File: src/hdl/scr_supervisor_defines.svh
// offsets, reset values and timing constants of the thyristor supervisor
`ifndef SCR_SUPERVISOR_DEFINES_SVH
`define SCR_SUPERVISOR_DEFINES_SVH

`define REG_CTRL 5'h00
`define REG_MODE 5'h04
`define REG_FAULT_CFG 5'h08
`define REG_RAMP 5'h0C
`define REG_LIMIT 5'h10
`define REG_STATUS 5'h14
`define REG_FEEDBACK 5'h18

`define CTRL_ON_BIT 0
`define CTRL_OFF_BIT 1

`define MODE_RESET 12'h000
`define FAULT_CFG_RESET 10'h220
`define RAMP_RESET 16'h1087
`define LIMIT_RESET 10'h3FF

`define STARTUP_ON 2'h0
`define STARTUP_OFF 2'h1
`define STARTUP_LAST 2'h2

`define DELAY_OFF 10'h3FF
`define DELAY_90 10'h200
`define LIVE_ZERO_OFFSET 10'h0CD
`define LIVE_ZERO_GAIN 20'h00500
`define BURST_FRAME 7'h64

`define RAMP_TIME_MIN_S 5'h01
`define RAMP_TIME_MAX_S 5'h1E
`define MAINS_HZ 50
`define HALF_CYCLES_PER_S (2 * `MAINS_HZ)
`define RAMP_SPAN_Q16 (32'h000003FF << 16)

`endif

File: src/hdl/scr_supervisor_pkg.sv
// types shared by the thyristor supervisor
package scr_supervisor_pkg;

    typedef enum logic [1:0] {open_loop_control, voltage_control, current_control,
                              combined_voltage_current_control} ctrl_mode_t;

    typedef enum logic [1:0] {cur_src_analog, cur_src_transformer, cur_src_shunt, cur_src_spare} cur_src_t;

    typedef enum logic [1:0] {st_off, st_ramp_up, st_run, st_ramp_down} ramp_state_t;

    typedef struct packed {
        logic rotation_cw_cfg;
        logic [4:0] live_zero_en;
        logic volt_src_direct;
        cur_src_t cur_src;
        ctrl_mode_t ctrl_mode;
        logic burst_packet_firing;
    } mode_cfg_t;

    typedef struct packed {
        logic [1:0] startup_sel;
        logic auto_resume;
        logic interlock_en;
        logic fault_gen_en;
        logic block_active_high;
        logic inhibit_active_high;
        logic [2:0] source_mask;
    } fault_cfg_t;

    typedef struct packed {
        logic [3:0] soft_init_periods;
        logic [4:0] off_time_s;
        logic [4:0] on_time_s;
        logic soft_off_en;
        logic soft_on_en;
    } ramp_cfg_t;

endpackage : scr_supervisor_pkg

File: src/hdl/scr_fault_ramp_supervisor.sv
// fault supervision, mode selection and soft ramps of the thyristor firing controller
//
// Functional notes
// - fault built from sync, halt, overcurrent only
// - each source masked separately by software
// - sync fault on reversed rotation or lost phase
// - halt on inhibit or block, own polarity
// - overcurrent when feedback exceeds programmed limit
// - pulses inhibited only when on and faulted
// - fault stops firing and sets visible flags
// - fault clears once all sources inactive, unless interlock is enabled
// - auto resume if configured, else await on
// - fault relay follows the fault signal
// - interlock latches until clear plus off confirm
// - power-up enters on, off or last state
// - default start-up restores last state
// - soft on lowers delay to the setpoint
// - soft off raises delay to off state
// - ramp times programmable 1 to 30 s
// - closed loop only in phase-angle firing
// - combined mode takes more restrictive demand
// - soft-init periods at 90 degrees per packet
// - selectable feedback sources, analog by default
// - live-zero 4-20 mA per input
// - burst packets over 100 half-period frame
`timescale 1ns/1ns
`default_nettype none
`include "scr_supervisor_defines.svh"

module scr_fault_ramp_supervisor
    import scr_supervisor_pkg::*;
(
    input wire logic clk,
    input wire logic srst,
    input wire logic [4:0] address,
    input wire logic read,
    input wire logic write,
    input wire logic [31:0] writedata,
    output logic [31:0] readdata,
    output logic waitrequest,
    input wire logic [1:0] startup_sel_in,
    input wire logic last_state_on_in,
    input wire logic confirm_off_in,
    input wire logic zero_cross,
    input wire logic rotation_cw_in,
    input wire logic [2:0] sync_lost_in,
    input wire logic inhibit_in,
    input wire logic external_block_in,
    input wire logic [9:0] alpha_setpoint_in,
    input wire logic [9:0] voltage_setpoint_in,
    input wire logic [9:0] current_setpoint_in,
    input wire logic [9:0] transformer_current_in,
    input wire logic [9:0] shunt_current_in,
    input wire logic [9:0] analog_current_feedback_in,
    input wire logic [9:0] direct_voltage_in,
    input wire logic [9:0] analog_voltage_feedback_in,
    input wire logic [9:0] pid_voltage_delay_in,
    input wire logic [9:0] pid_current_delay_in,
    output logic [9:0] phase_delay,
    output logic fire_enable,
    output logic soft_init_active,
    output logic pulse_inhibit,
    output logic fault_relay,
    output logic [2:0] fault_flags,
    output logic system_on,
    output logic [9:0] alpha_setpoint,
    output logic [9:0] voltage_setpoint,
    output logic [9:0] current_setpoint,
    output logic [9:0] current_feedback,
    output logic [9:0] voltage_feedback
);

    ////////////////////////////////////////////////////////////////////////////////
    // declarations

    mode_cfg_t mode_cfg;
    fault_cfg_t fault_cfg;
    ramp_cfg_t ramp_cfg;
    logic [9:0] max_current_limit;
    logic bus_ack;
    logic on_cmd;
    logic off_cmd;
    logic startup_pending;
    logic run_req;
    logic fault_latched;
    logic fault_active_q;
    logic sync_fault;
    logic halt_fault;
    logic overcurrent_fault;
    logic fault_active;
    logic fault;
    logic fire_allowed;
    logic [9:0] raw_chan [5];
    logic [9:0] chan_val [5];
    logic [9:0] cur_raw;
    logic [9:0] demand_delay;
    ramp_state_t ramp_state;
    ramp_state_t next_ramp_state;
    logic [25:0] delay_q;
    logic [25:0] target_q;
    logic [31:0] on_step;
    logic [31:0] off_step;
    logic [6:0] frame_cnt;
    logic [7:0] init_cnt;
    logic [6:0] packet_len;
    logic [16:0] packet_prod;
    logic burst_on;
    logic [1:0] run_state_code;

    ////////////////////////////////////////////////////////////////////////////////
    // helpers

    function automatic logic [9:0] live_zero(input logic [9:0] v);
        logic [19:0] p;
        p = 20'h00000;
        if (v < `LIVE_ZERO_OFFSET) begin
            live_zero = 10'h000;
        end else begin
            p = 20'({10'h000, v - `LIVE_ZERO_OFFSET} * `LIVE_ZERO_GAIN);
            live_zero = p[19:10];
        end
    endfunction : live_zero

    function automatic logic [4:0] clamp_time(input logic [4:0] t);
        if (t < `RAMP_TIME_MIN_S) begin
            clamp_time = `RAMP_TIME_MIN_S;
        end else if (t > `RAMP_TIME_MAX_S) begin
            clamp_time = `RAMP_TIME_MAX_S;
        end else begin
            clamp_time = t;
        end
    endfunction : clamp_time

    function automatic logic [31:0] ramp_step(input logic [4:0] t);
        logic [31:0] div;
        div = 32'({27'h0000000, t} * 32'(`HALF_CYCLES_PER_S));
        ramp_step = `RAMP_SPAN_Q16 / div;
    endfunction : ramp_step

    ////////////////////////////////////////////////////////////////////////////////
    // avalon slave, one wait state

    assign waitrequest = (read | write) & ~bus_ack;
    assign on_cmd = write & bus_ack & (address == `REG_CTRL) & writedata[`CTRL_ON_BIT];
    assign off_cmd = (write & bus_ack & (address == `REG_CTRL) & writedata[`CTRL_OFF_BIT]) | confirm_off_in;

    always_ff @(posedge clk) begin
        if (srst) begin
            bus_ack <= 1'b0;
        end else begin
            bus_ack <= (read | write) & ~bus_ack;
        end
    end

    always_ff @(posedge clk) begin
        if (srst) begin
            mode_cfg <= `MODE_RESET;
            ramp_cfg <= `RAMP_RESET;
            max_current_limit <= `LIMIT_RESET;
        end else if (write & bus_ack) begin
            unique case (address)
                `REG_MODE: mode_cfg <= writedata[11:0];
                `REG_RAMP: begin
                    ramp_cfg.soft_on_en <= writedata[0];
                    ramp_cfg.soft_off_en <= writedata[1];
                    ramp_cfg.on_time_s <= clamp_time(writedata[6:2]);
                    ramp_cfg.off_time_s <= clamp_time(writedata[11:7]);
                    ramp_cfg.soft_init_periods <= writedata[15:12];
                end
                `REG_LIMIT: max_current_limit <= writedata[9:0];
                default: begin
                end
            endcase
        end
    end

    // start-up selection caught from the strap after reset release
    always_ff @(posedge clk) begin
        if (srst) begin
            fault_cfg <= `FAULT_CFG_RESET;
        end else if (startup_pending) begin
            fault_cfg.startup_sel <= startup_sel_in;
        end else if (write & bus_ack & (address == `REG_FAULT_CFG)) begin
            fault_cfg <= writedata[9:0];
        end
    end

    always_ff @(posedge clk) begin
        if (srst) begin
            readdata <= 32'h00000000;
        end else if (read & ~bus_ack) begin
            unique case (address)
                `REG_MODE: readdata <= {20'h00000, mode_cfg};
                `REG_FAULT_CFG: readdata <= {22'h000000, fault_cfg};
                `REG_RAMP: readdata <= {16'h0000, ramp_cfg};
                `REG_LIMIT: readdata <= {22'h000000, max_current_limit};
                `REG_STATUS: readdata <= {14'h0000, phase_delay, run_state_code, system_on,
                                          fault_latched, fault, fault_flags};
                `REG_FEEDBACK: readdata <= {6'h00, voltage_feedback, 6'h00, current_feedback};
                default: readdata <= 32'h00000000;
            endcase
        end
    end

    ////////////////////////////////////////////////////////////////////////////////
    // input conditioning and feedback selection

    always_comb begin
        unique case (mode_cfg.cur_src)
            cur_src_transformer: cur_raw = transformer_current_in;
            cur_src_shunt: cur_raw = shunt_current_in;
            default: cur_raw = analog_current_feedback_in;
        endcase
    end

    assign raw_chan[0] = alpha_setpoint_in;
    assign raw_chan[1] = voltage_setpoint_in;
    assign raw_chan[2] = current_setpoint_in;
    assign raw_chan[3] = cur_raw;
    assign raw_chan[4] = mode_cfg.volt_src_direct ? direct_voltage_in : analog_voltage_feedback_in;

    for (genvar ch = 0; ch < 5; ch++) begin : g_chan
        always_ff @(posedge clk) begin
            if (srst) begin
                chan_val[ch] <= 10'h000;
            end else begin
                chan_val[ch] <= mode_cfg.live_zero_en[ch] ? live_zero(raw_chan[ch]) : raw_chan[ch];
            end
        end
    end

    assign alpha_setpoint = chan_val[0];
    assign voltage_setpoint = chan_val[1];
    assign current_setpoint = chan_val[2];
    assign current_feedback = chan_val[3];
    assign voltage_feedback = chan_val[4];

    ////////////////////////////////////////////////////////////////////////////////
    // fault sources

    assign sync_fault = ~fault_cfg.source_mask[0] &
                        ((rotation_cw_in != mode_cfg.rotation_cw_cfg) | (|sync_lost_in));
    assign halt_fault = ~fault_cfg.source_mask[1] &
                        ((inhibit_in == fault_cfg.inhibit_active_high) |
                         (external_block_in == fault_cfg.block_active_high));
    assign overcurrent_fault = ~fault_cfg.source_mask[2] & (current_feedback > max_current_limit);
    assign fault_active = fault_cfg.fault_gen_en & (sync_fault | halt_fault | overcurrent_fault);
    assign fault = fault_active | fault_latched;
    assign fire_allowed = run_req & ~fault;
    assign run_state_code = ramp_state;

    always_ff @(posedge clk) begin
        if (srst) begin
            fault_flags <= 3'h0;
            fault_relay <= 1'b0;
            pulse_inhibit <= 1'b0;
            fault_active_q <= 1'b0;
        end else begin
            fault_flags <= fault_cfg.fault_gen_en ? {overcurrent_fault, halt_fault, sync_fault} : 3'h0;
            fault_relay <= fault;
            pulse_inhibit <= system_on & fault;
            fault_active_q <= fault_active;
        end
    end

    // interlock: set wins over the confirming clear
    always_ff @(posedge clk) begin
        if (srst) begin
            fault_latched <= 1'b0;
        end else if (fault_active & fault_cfg.interlock_en) begin
            fault_latched <= 1'b1;
        end else if (off_cmd) begin
            fault_latched <= 1'b0;
        end
    end

    ////////////////////////////////////////////////////////////////////////////////
    // run request and power-up start

    always_ff @(posedge clk) begin
        if (srst) begin
            startup_pending <= 1'b1;
            run_req <= 1'b0;
        end else if (startup_pending) begin
            startup_pending <= 1'b0;
            run_req <= (startup_sel_in == `STARTUP_ON) |
                       ((startup_sel_in == `STARTUP_LAST) & last_state_on_in);
        end else if (off_cmd) begin
            run_req <= 1'b0;
        end else if (fault_active & ~fault_active_q & (fault_cfg.interlock_en | ~fault_cfg.auto_resume)) begin
            run_req <= 1'b0;
        end else if (on_cmd & ~fault_latched) begin
            run_req <= 1'b1;
        end
    end

    ////////////////////////////////////////////////////////////////////////////////
    // demand selection

    always_comb begin
        if (mode_cfg.burst_packet_firing) begin
            demand_delay = `DELAY_OFF - alpha_setpoint;
        end else begin
            unique case (mode_cfg.ctrl_mode)
                open_loop_control: demand_delay = `DELAY_OFF - alpha_setpoint;
                voltage_control: demand_delay = pid_voltage_delay_in;
                current_control: demand_delay = pid_current_delay_in;
                combined_voltage_current_control: demand_delay =
                    (pid_voltage_delay_in > pid_current_delay_in) ? pid_voltage_delay_in : pid_current_delay_in;
            endcase
        end
    end

    assign target_q = {demand_delay, 16'h0000};
    assign on_step = ramp_step(ramp_cfg.on_time_s);
    assign off_step = ramp_step(ramp_cfg.off_time_s);

    ////////////////////////////////////////////////////////////////////////////////
    // soft ramp state machine

    always_comb begin
        next_ramp_state = ramp_state;
        unique case (ramp_state)
            st_off: begin
                if (fire_allowed) begin
                    next_ramp_state = (ramp_cfg.soft_on_en & ~mode_cfg.burst_packet_firing) ? st_ramp_up : st_run;
                end
            end
            st_ramp_up: begin
                if (~fire_allowed) begin
                    next_ramp_state = (ramp_cfg.soft_off_en & ~fault) ? st_ramp_down : st_off;
                end else if (zero_cross & (27'(delay_q) <= 27'(target_q) + 27'(on_step))) begin
                    next_ramp_state = st_run;
                end
            end
            st_run: begin
                if (~fire_allowed) begin
                    next_ramp_state = (ramp_cfg.soft_off_en & ~mode_cfg.burst_packet_firing & ~fault) ?
                                      st_ramp_down : st_off;
                end
            end
            st_ramp_down: begin
                if (fault) begin
                    next_ramp_state = st_off;
                end else if (fire_allowed) begin
                    next_ramp_state = st_ramp_up;
                end else if (zero_cross & (delay_q >= {`DELAY_OFF, 16'h0000} - 26'(off_step))) begin
                    next_ramp_state = st_off;
                end
            end
        endcase
    end

    always_ff @(posedge clk) begin
        if (srst) begin
            ramp_state <= st_off;
        end else begin
            ramp_state <= next_ramp_state;
        end
    end

    always_ff @(posedge clk) begin
        if (srst) begin
            delay_q <= {`DELAY_OFF, 16'h0000};
        end else begin
            unique case (next_ramp_state)
                st_off: delay_q <= {`DELAY_OFF, 16'h0000};
                st_run: delay_q <= target_q;
                st_ramp_up: begin
                    if (zero_cross) begin
                        delay_q <= delay_q - 26'(on_step);
                    end
                end
                st_ramp_down: begin
                    if (ramp_state == st_run) begin
                        delay_q <= target_q;
                    end else if (zero_cross) begin
                        delay_q <= delay_q + 26'(off_step);
                    end
                end
            endcase
        end
    end

    ////////////////////////////////////////////////////////////////////////////////
    // burst packets with soft-init periods

    assign packet_prod = 17'({7'h00, alpha_setpoint} * 17'd100) + 17'd512;
    assign packet_len = packet_prod[16:10];

    always_ff @(posedge clk) begin
        if (srst) begin
            frame_cnt <= 7'h00;
            init_cnt <= 8'h00;
            burst_on <= 1'b0;
        end else if (zero_cross) begin
            frame_cnt <= (frame_cnt == `BURST_FRAME - 7'h01) ? 7'h00 : frame_cnt + 7'h01;
            burst_on <= (frame_cnt < packet_len) & (ramp_state == st_run);
            init_cnt <= (frame_cnt == 7'h00) ? 8'h00 : ((init_cnt == 8'hFF) ? init_cnt : init_cnt + 8'h01);
        end
    end

    ////////////////////////////////////////////////////////////////////////////////
    // firing outputs

    always_ff @(posedge clk) begin
        if (srst) begin
            phase_delay <= `DELAY_OFF;
            fire_enable <= 1'b0;
            soft_init_active <= 1'b0;
            system_on <= 1'b0;
        end else begin
            system_on <= run_req;
            if (mode_cfg.burst_packet_firing) begin
                soft_init_active <= burst_on & (init_cnt < {3'h0, ramp_cfg.soft_init_periods, 1'b0});
                phase_delay <= (burst_on & (init_cnt < {3'h0, ramp_cfg.soft_init_periods, 1'b0})) ?
                               `DELAY_90 : 10'h000;
                fire_enable <= burst_on & ~fault;
            end else begin
                soft_init_active <= 1'b0;
                phase_delay <= delay_q[25:16];
                fire_enable <= (ramp_state != st_off) & ~fault;
            end
        end
    end

endmodule : scr_fault_ramp_supervisor
`default_nettype wire

File: config.mk
export PLATFORM = sky130hd
export DESIGN_NAME = scr_fault_ramp_supervisor
export DESIGN_NICKNAME = d
export VERILOG_FILES = /design/src/hdl/scr_supervisor_pkg.sv /design/src/hdl/scr_fault_ramp_supervisor.sv
export VERILOG_INCLUDE_DIRS = /design/src /design/src/hdl
export SDC_FILE = /design/constraint.sdc
export NUM_CORES = 2
export LEC_CHECK = 0
export BUFFER_PORTS_ARGS = -buffer_cell sky130_fd_sc_hd__buf_2
export CAP_MARGIN = 10
export CELL_PAD_IN_SITES_DETAIL_PLACEMENT = 1
export CELL_PAD_IN_SITES_GLOBAL_PLACEMENT = 2
export CORE_ASPECT_RATIO = 0.9
export CORE_MARGIN = 2
export CORE_UTILIZATION = 30
export DETAILED_ROUTE_END_ITERATION = 8
export PLACE_DENSITY_LB_ADDON = 0.2
export RECOVER_POWER = 100
export SLEW_MARGIN = 20
export SYNTH_ARGS = -nofsm -noshare
export SYNTH_HDL_FRONTEND = slang
export SYNTH_SLANG_ARGS = --single-unit
File: constraint.sdc
create_clock -name clk -period 166.3 [get_ports clk]
set_input_delay 33.26 -clock clk [delete_from_list [all_inputs] [get_ports clk]]
set_output_delay 33.26 -clock clk [all_outputs]
set_load 0.05 [all_outputs]
==> summary.txt <==
Synthesis
  – Synth Instances: between 7,000 and 8,000
  – Post-Syn Area per Cell: just over 7 um^2
  – Post-synthesis sequential area ratio: about 6.7%
  – Most used DFF post-synth: dfxtp_1
  – Number of flops mapped to enable cells by yosys: 0
  – Synth Warn #: 0
  – Synth cell types: ~190
  – Seq cells post-synth: ~190
  – Synth async-reset ratio: 0%
  – Mapped Area: approximately 57,000 um^2

Finish
  – Nets: between 8,000 and 9,000
  – Layout fillers: between 20,000 and 25,000
  – Post-layout util: between 30% and 40%
  – Layout area overhead: 7.01%
  – Layout cells sized above 1: 9.16%

Critical path
  – CP endpoint kind: flop
  – Most frequent CP cell: a21o_1
  – CP Class: flop to flop
  – Critical Path AT: about 110 ns
  – Critical path buffers and inverters: 36
  – CP max-delay cell: a2111oi_0
  – CP peak stage delay: between 2 and 2.5 ns
  – Crit path launch: ramp_cfg[8]$_SDFFE_PP0P_
  – CP top delay family: compound AO/OA/AOI/OAI gates
  – Crit path launch type: flop
  – Reg2reg start: ramp_cfg[8]$_SDFFE_PP0P_
  – Worst path required time: between 150 and 200 ns
  – Crit-path max FO: a little over 40

CTS
  – CTS tree: built
  – Clock root buffer: clkbuf_16
  – Worst skew pair latency: roughly 0.49 ns
  – Resized Gates After CTS: 0
  – Post-CTS Setup Bufs: 0
  – Cts bufs inserted: 17
  – H-Tree Depth: 4
  – Worst-path clk slew: roughly 0.080 ns
  – CTS sink cnt: 191
  – CTS hold repair buffers: 0
  – Clock Path Buffers: 2

Floorplan
  – Die area: between 150,000 and 200,000 um^2
  – Row cnt: 151
  – I/O pins: roughly 250
  – Die Span Y: 418 um
  – Die width: 464 um
  – Core ar.: approximately 190,000 um^2
  – Starting density of the core: 30.3%

Global routing
  – Initial antenna violation count: 6
  – Total gr overflow: 0
  – Largest net degree at the start of global routing: 71
  – Global-route usage over all layers: between 20 and 25%
  – First-pass GRT wire length: ~350,000 um
  – Vias in the first global route: approximately 62,000

Drt
  – Wire per inst: approximately 21 um
  – # DRC: 0
  – ANT nets after route: 0
  – Post-Route WL: roughly 220,000 um
  – Via density: approximately 5.7
  – Drt pass-1 iters: 5
  – Routed vias: about 60,000
  – Drt first-iter violations: between 2,000 and 3,000

Timing
  – Layout Skew: ~0.017 ns
  – Max Fclk: 9.20 MHz
  – Max Slew Vio Count: around 340
  – Crit path time final: approximately 110 ns
  – Final setup fails: 0
  – Fin. Hold Viols: 0
  – Setup_tns: 0 ns
  – Slew margin rel.: -107%
  – Period utilization: around 65%
  – RSZ-0062 raised after global routing: false
  – Actual slew at the worst max-slew pin: roughly 3.1 ns

Place
  – Port Buffers: 230
  – Hpwl dp: 176,000 um
  – Gp weighted congestion: 0.842

Hold path
  – Hold WC Path Type: flop to flop
  – Worst Hold Launch: readdata[25]$_SDFFE_PP0P_

Flow run
  – Max-cap violations: 9

Outcome
  – Status: complete, but fails checks
  – Failing checks: capacitance limit, slew limit
state kept, by name (all words and copies together) (netlist names), 2 cells and up:
| register | flops |
|---|---|
| readdata | 26 |
| max_current_limit | 10 |
| mode_cfg | 12 |
| phase_delay | 10 |
| ramp_state | 2 |
| fault_cfg | 10 |
| delay_q | 26 |
| init_cnt | 8 |
| ramp_cfg | 16 |
| chan_val | 50 |
| frame_cnt | 7 |
| fault_flags | 3 |
placed cells by master, fill, tap and decap left out, drive strengths merged, types with 113 or more instances in the layout:
cell type and instances:
a21o 342, a21oi 704, and2 113, buf 206, clkbuf 128, dfxtp 191, ha 735, inv 357
nand2 626, nand2b 198, nand3 203, nand4 134, nor2 770, nor2b 117, nor3 238, o21a 167
o21ai 470, xnor2 378, xor2 195
cells by family after synthesis:
kind of cell	Yosys count	share of synthesized area, %
flops	191	6.69
buf+inv	615	4.84
xor+xnor	574	8.89
fa+ha+maj	750	16.6
other cells	1	0.00656
simple gates	2886	26.2
mux	207	3.91
compound gates	2719	32.9
cell usage after synthesis (31+ instances only):
cell type	instances	area share, %
nor2_1	761	5.0
ha_1	735	16
a21oi_1	692	6.1
nand2_1	621	4.1
o21ai_0	435	3.8
xnor2_1	374	5.7
inv_1	326	2.1
a21o_1	321	4.2
nor3_1	228	2.0
nand3_1	200	1.8
nand2b_1	198	2.2
xor2_1	194	3.0
dfxtp_1	191	6.7
o21a_1	166	2.2
clkbuf_1	154	1.0
nand4_1	129	1.4
nor2b_1	117	1.3
mux2i_1	103	1.8
o211ai_1	100	1.3
mux2_2	96	1.9
o31ai_1	95	1.2
and2_1	94	1.0
a31oi_1	82	0.90
a211oi_1	76	1.0
and3_1	69	0.76
o21bai_1	66	0.87
or3_1	65	0.71
nor4_1	57	0.62
or2_2	57	0.62
a22oi_1	43	0.56
o22ai_1	39	0.43
o2111ai_1	31	0.48
final timing paths:
kind / to / slack, ns / cells past startpoint
setup / recovery: delay_q[13]$_SDFFE_PP0P_ / 57.63 / 412
hold / removal: readdata[25]$_SDFFE_PP0P_ / 0.46 / 2
setup reg to reg: delay_q[13]$_SDFFE_PP0P_ / 57.63 / 412
hold reg to reg: readdata[25]$_SDFFE_PP0P_ / 0.46 / 2
layer usage:
metal  vias up  GRT usage, %  share of wire (%)
met1     29656          29.9                 50
met2       654          37.4                 47
met4         8          3.19                1.2
li1      29882             -                  -
met3       117          1.16                2.1
met5         -             0              0.023
worst register-to-register path, delay by kind of cell, from the launching register on:
| kind | cells | cell delay [ns] |
|---|---|---|
| flip-flops | 1 | 0.32 |
| AND/OR/NAND/NOR | 129 | 29.74 |
| multiplexers | 4 | 1.29 |
| AO/OA/AOI/OAI | 209 | 48.10 |
| buffers and inverters | 36 | 18.09 |
| adder cells (fa/ha/maj) | 34 | 10.96 |
stage by stage:
step                      area, um^2  setup WS (ns)  hold WS, ns  std cells
after global routing           61200          47.53        0.478      10563
after CTS                      61400          72.01        0.460      10561
after global placement         60800          73.66        0.441      10529
final                          61200          57.63        0.460      10564
after detailed placement       60800          72.36        0.449      10529
after floorplan                57200          85.55        0.449       7948
final cells by class:
class | count | area, um^2 | area share, %
multi-input cells | 7142 | 50600 | 82.7
flip-flops and latches | 191 | 3830 | 6.26
well taps | 2524 | 3160 | 5.16
repair buffers | 317 | 1630 | 2.67
inverters | 355 | 1350 | 2.20
clock buffers | 17 | 425 | 0.696
clock inverters | 15 | 181 | 0.297
diodes | 3 | 7.51 | 0.0123
Power is not shown: default switching activity piles up to over one toggle a cycle in this logic, so the estimate is an artifact.
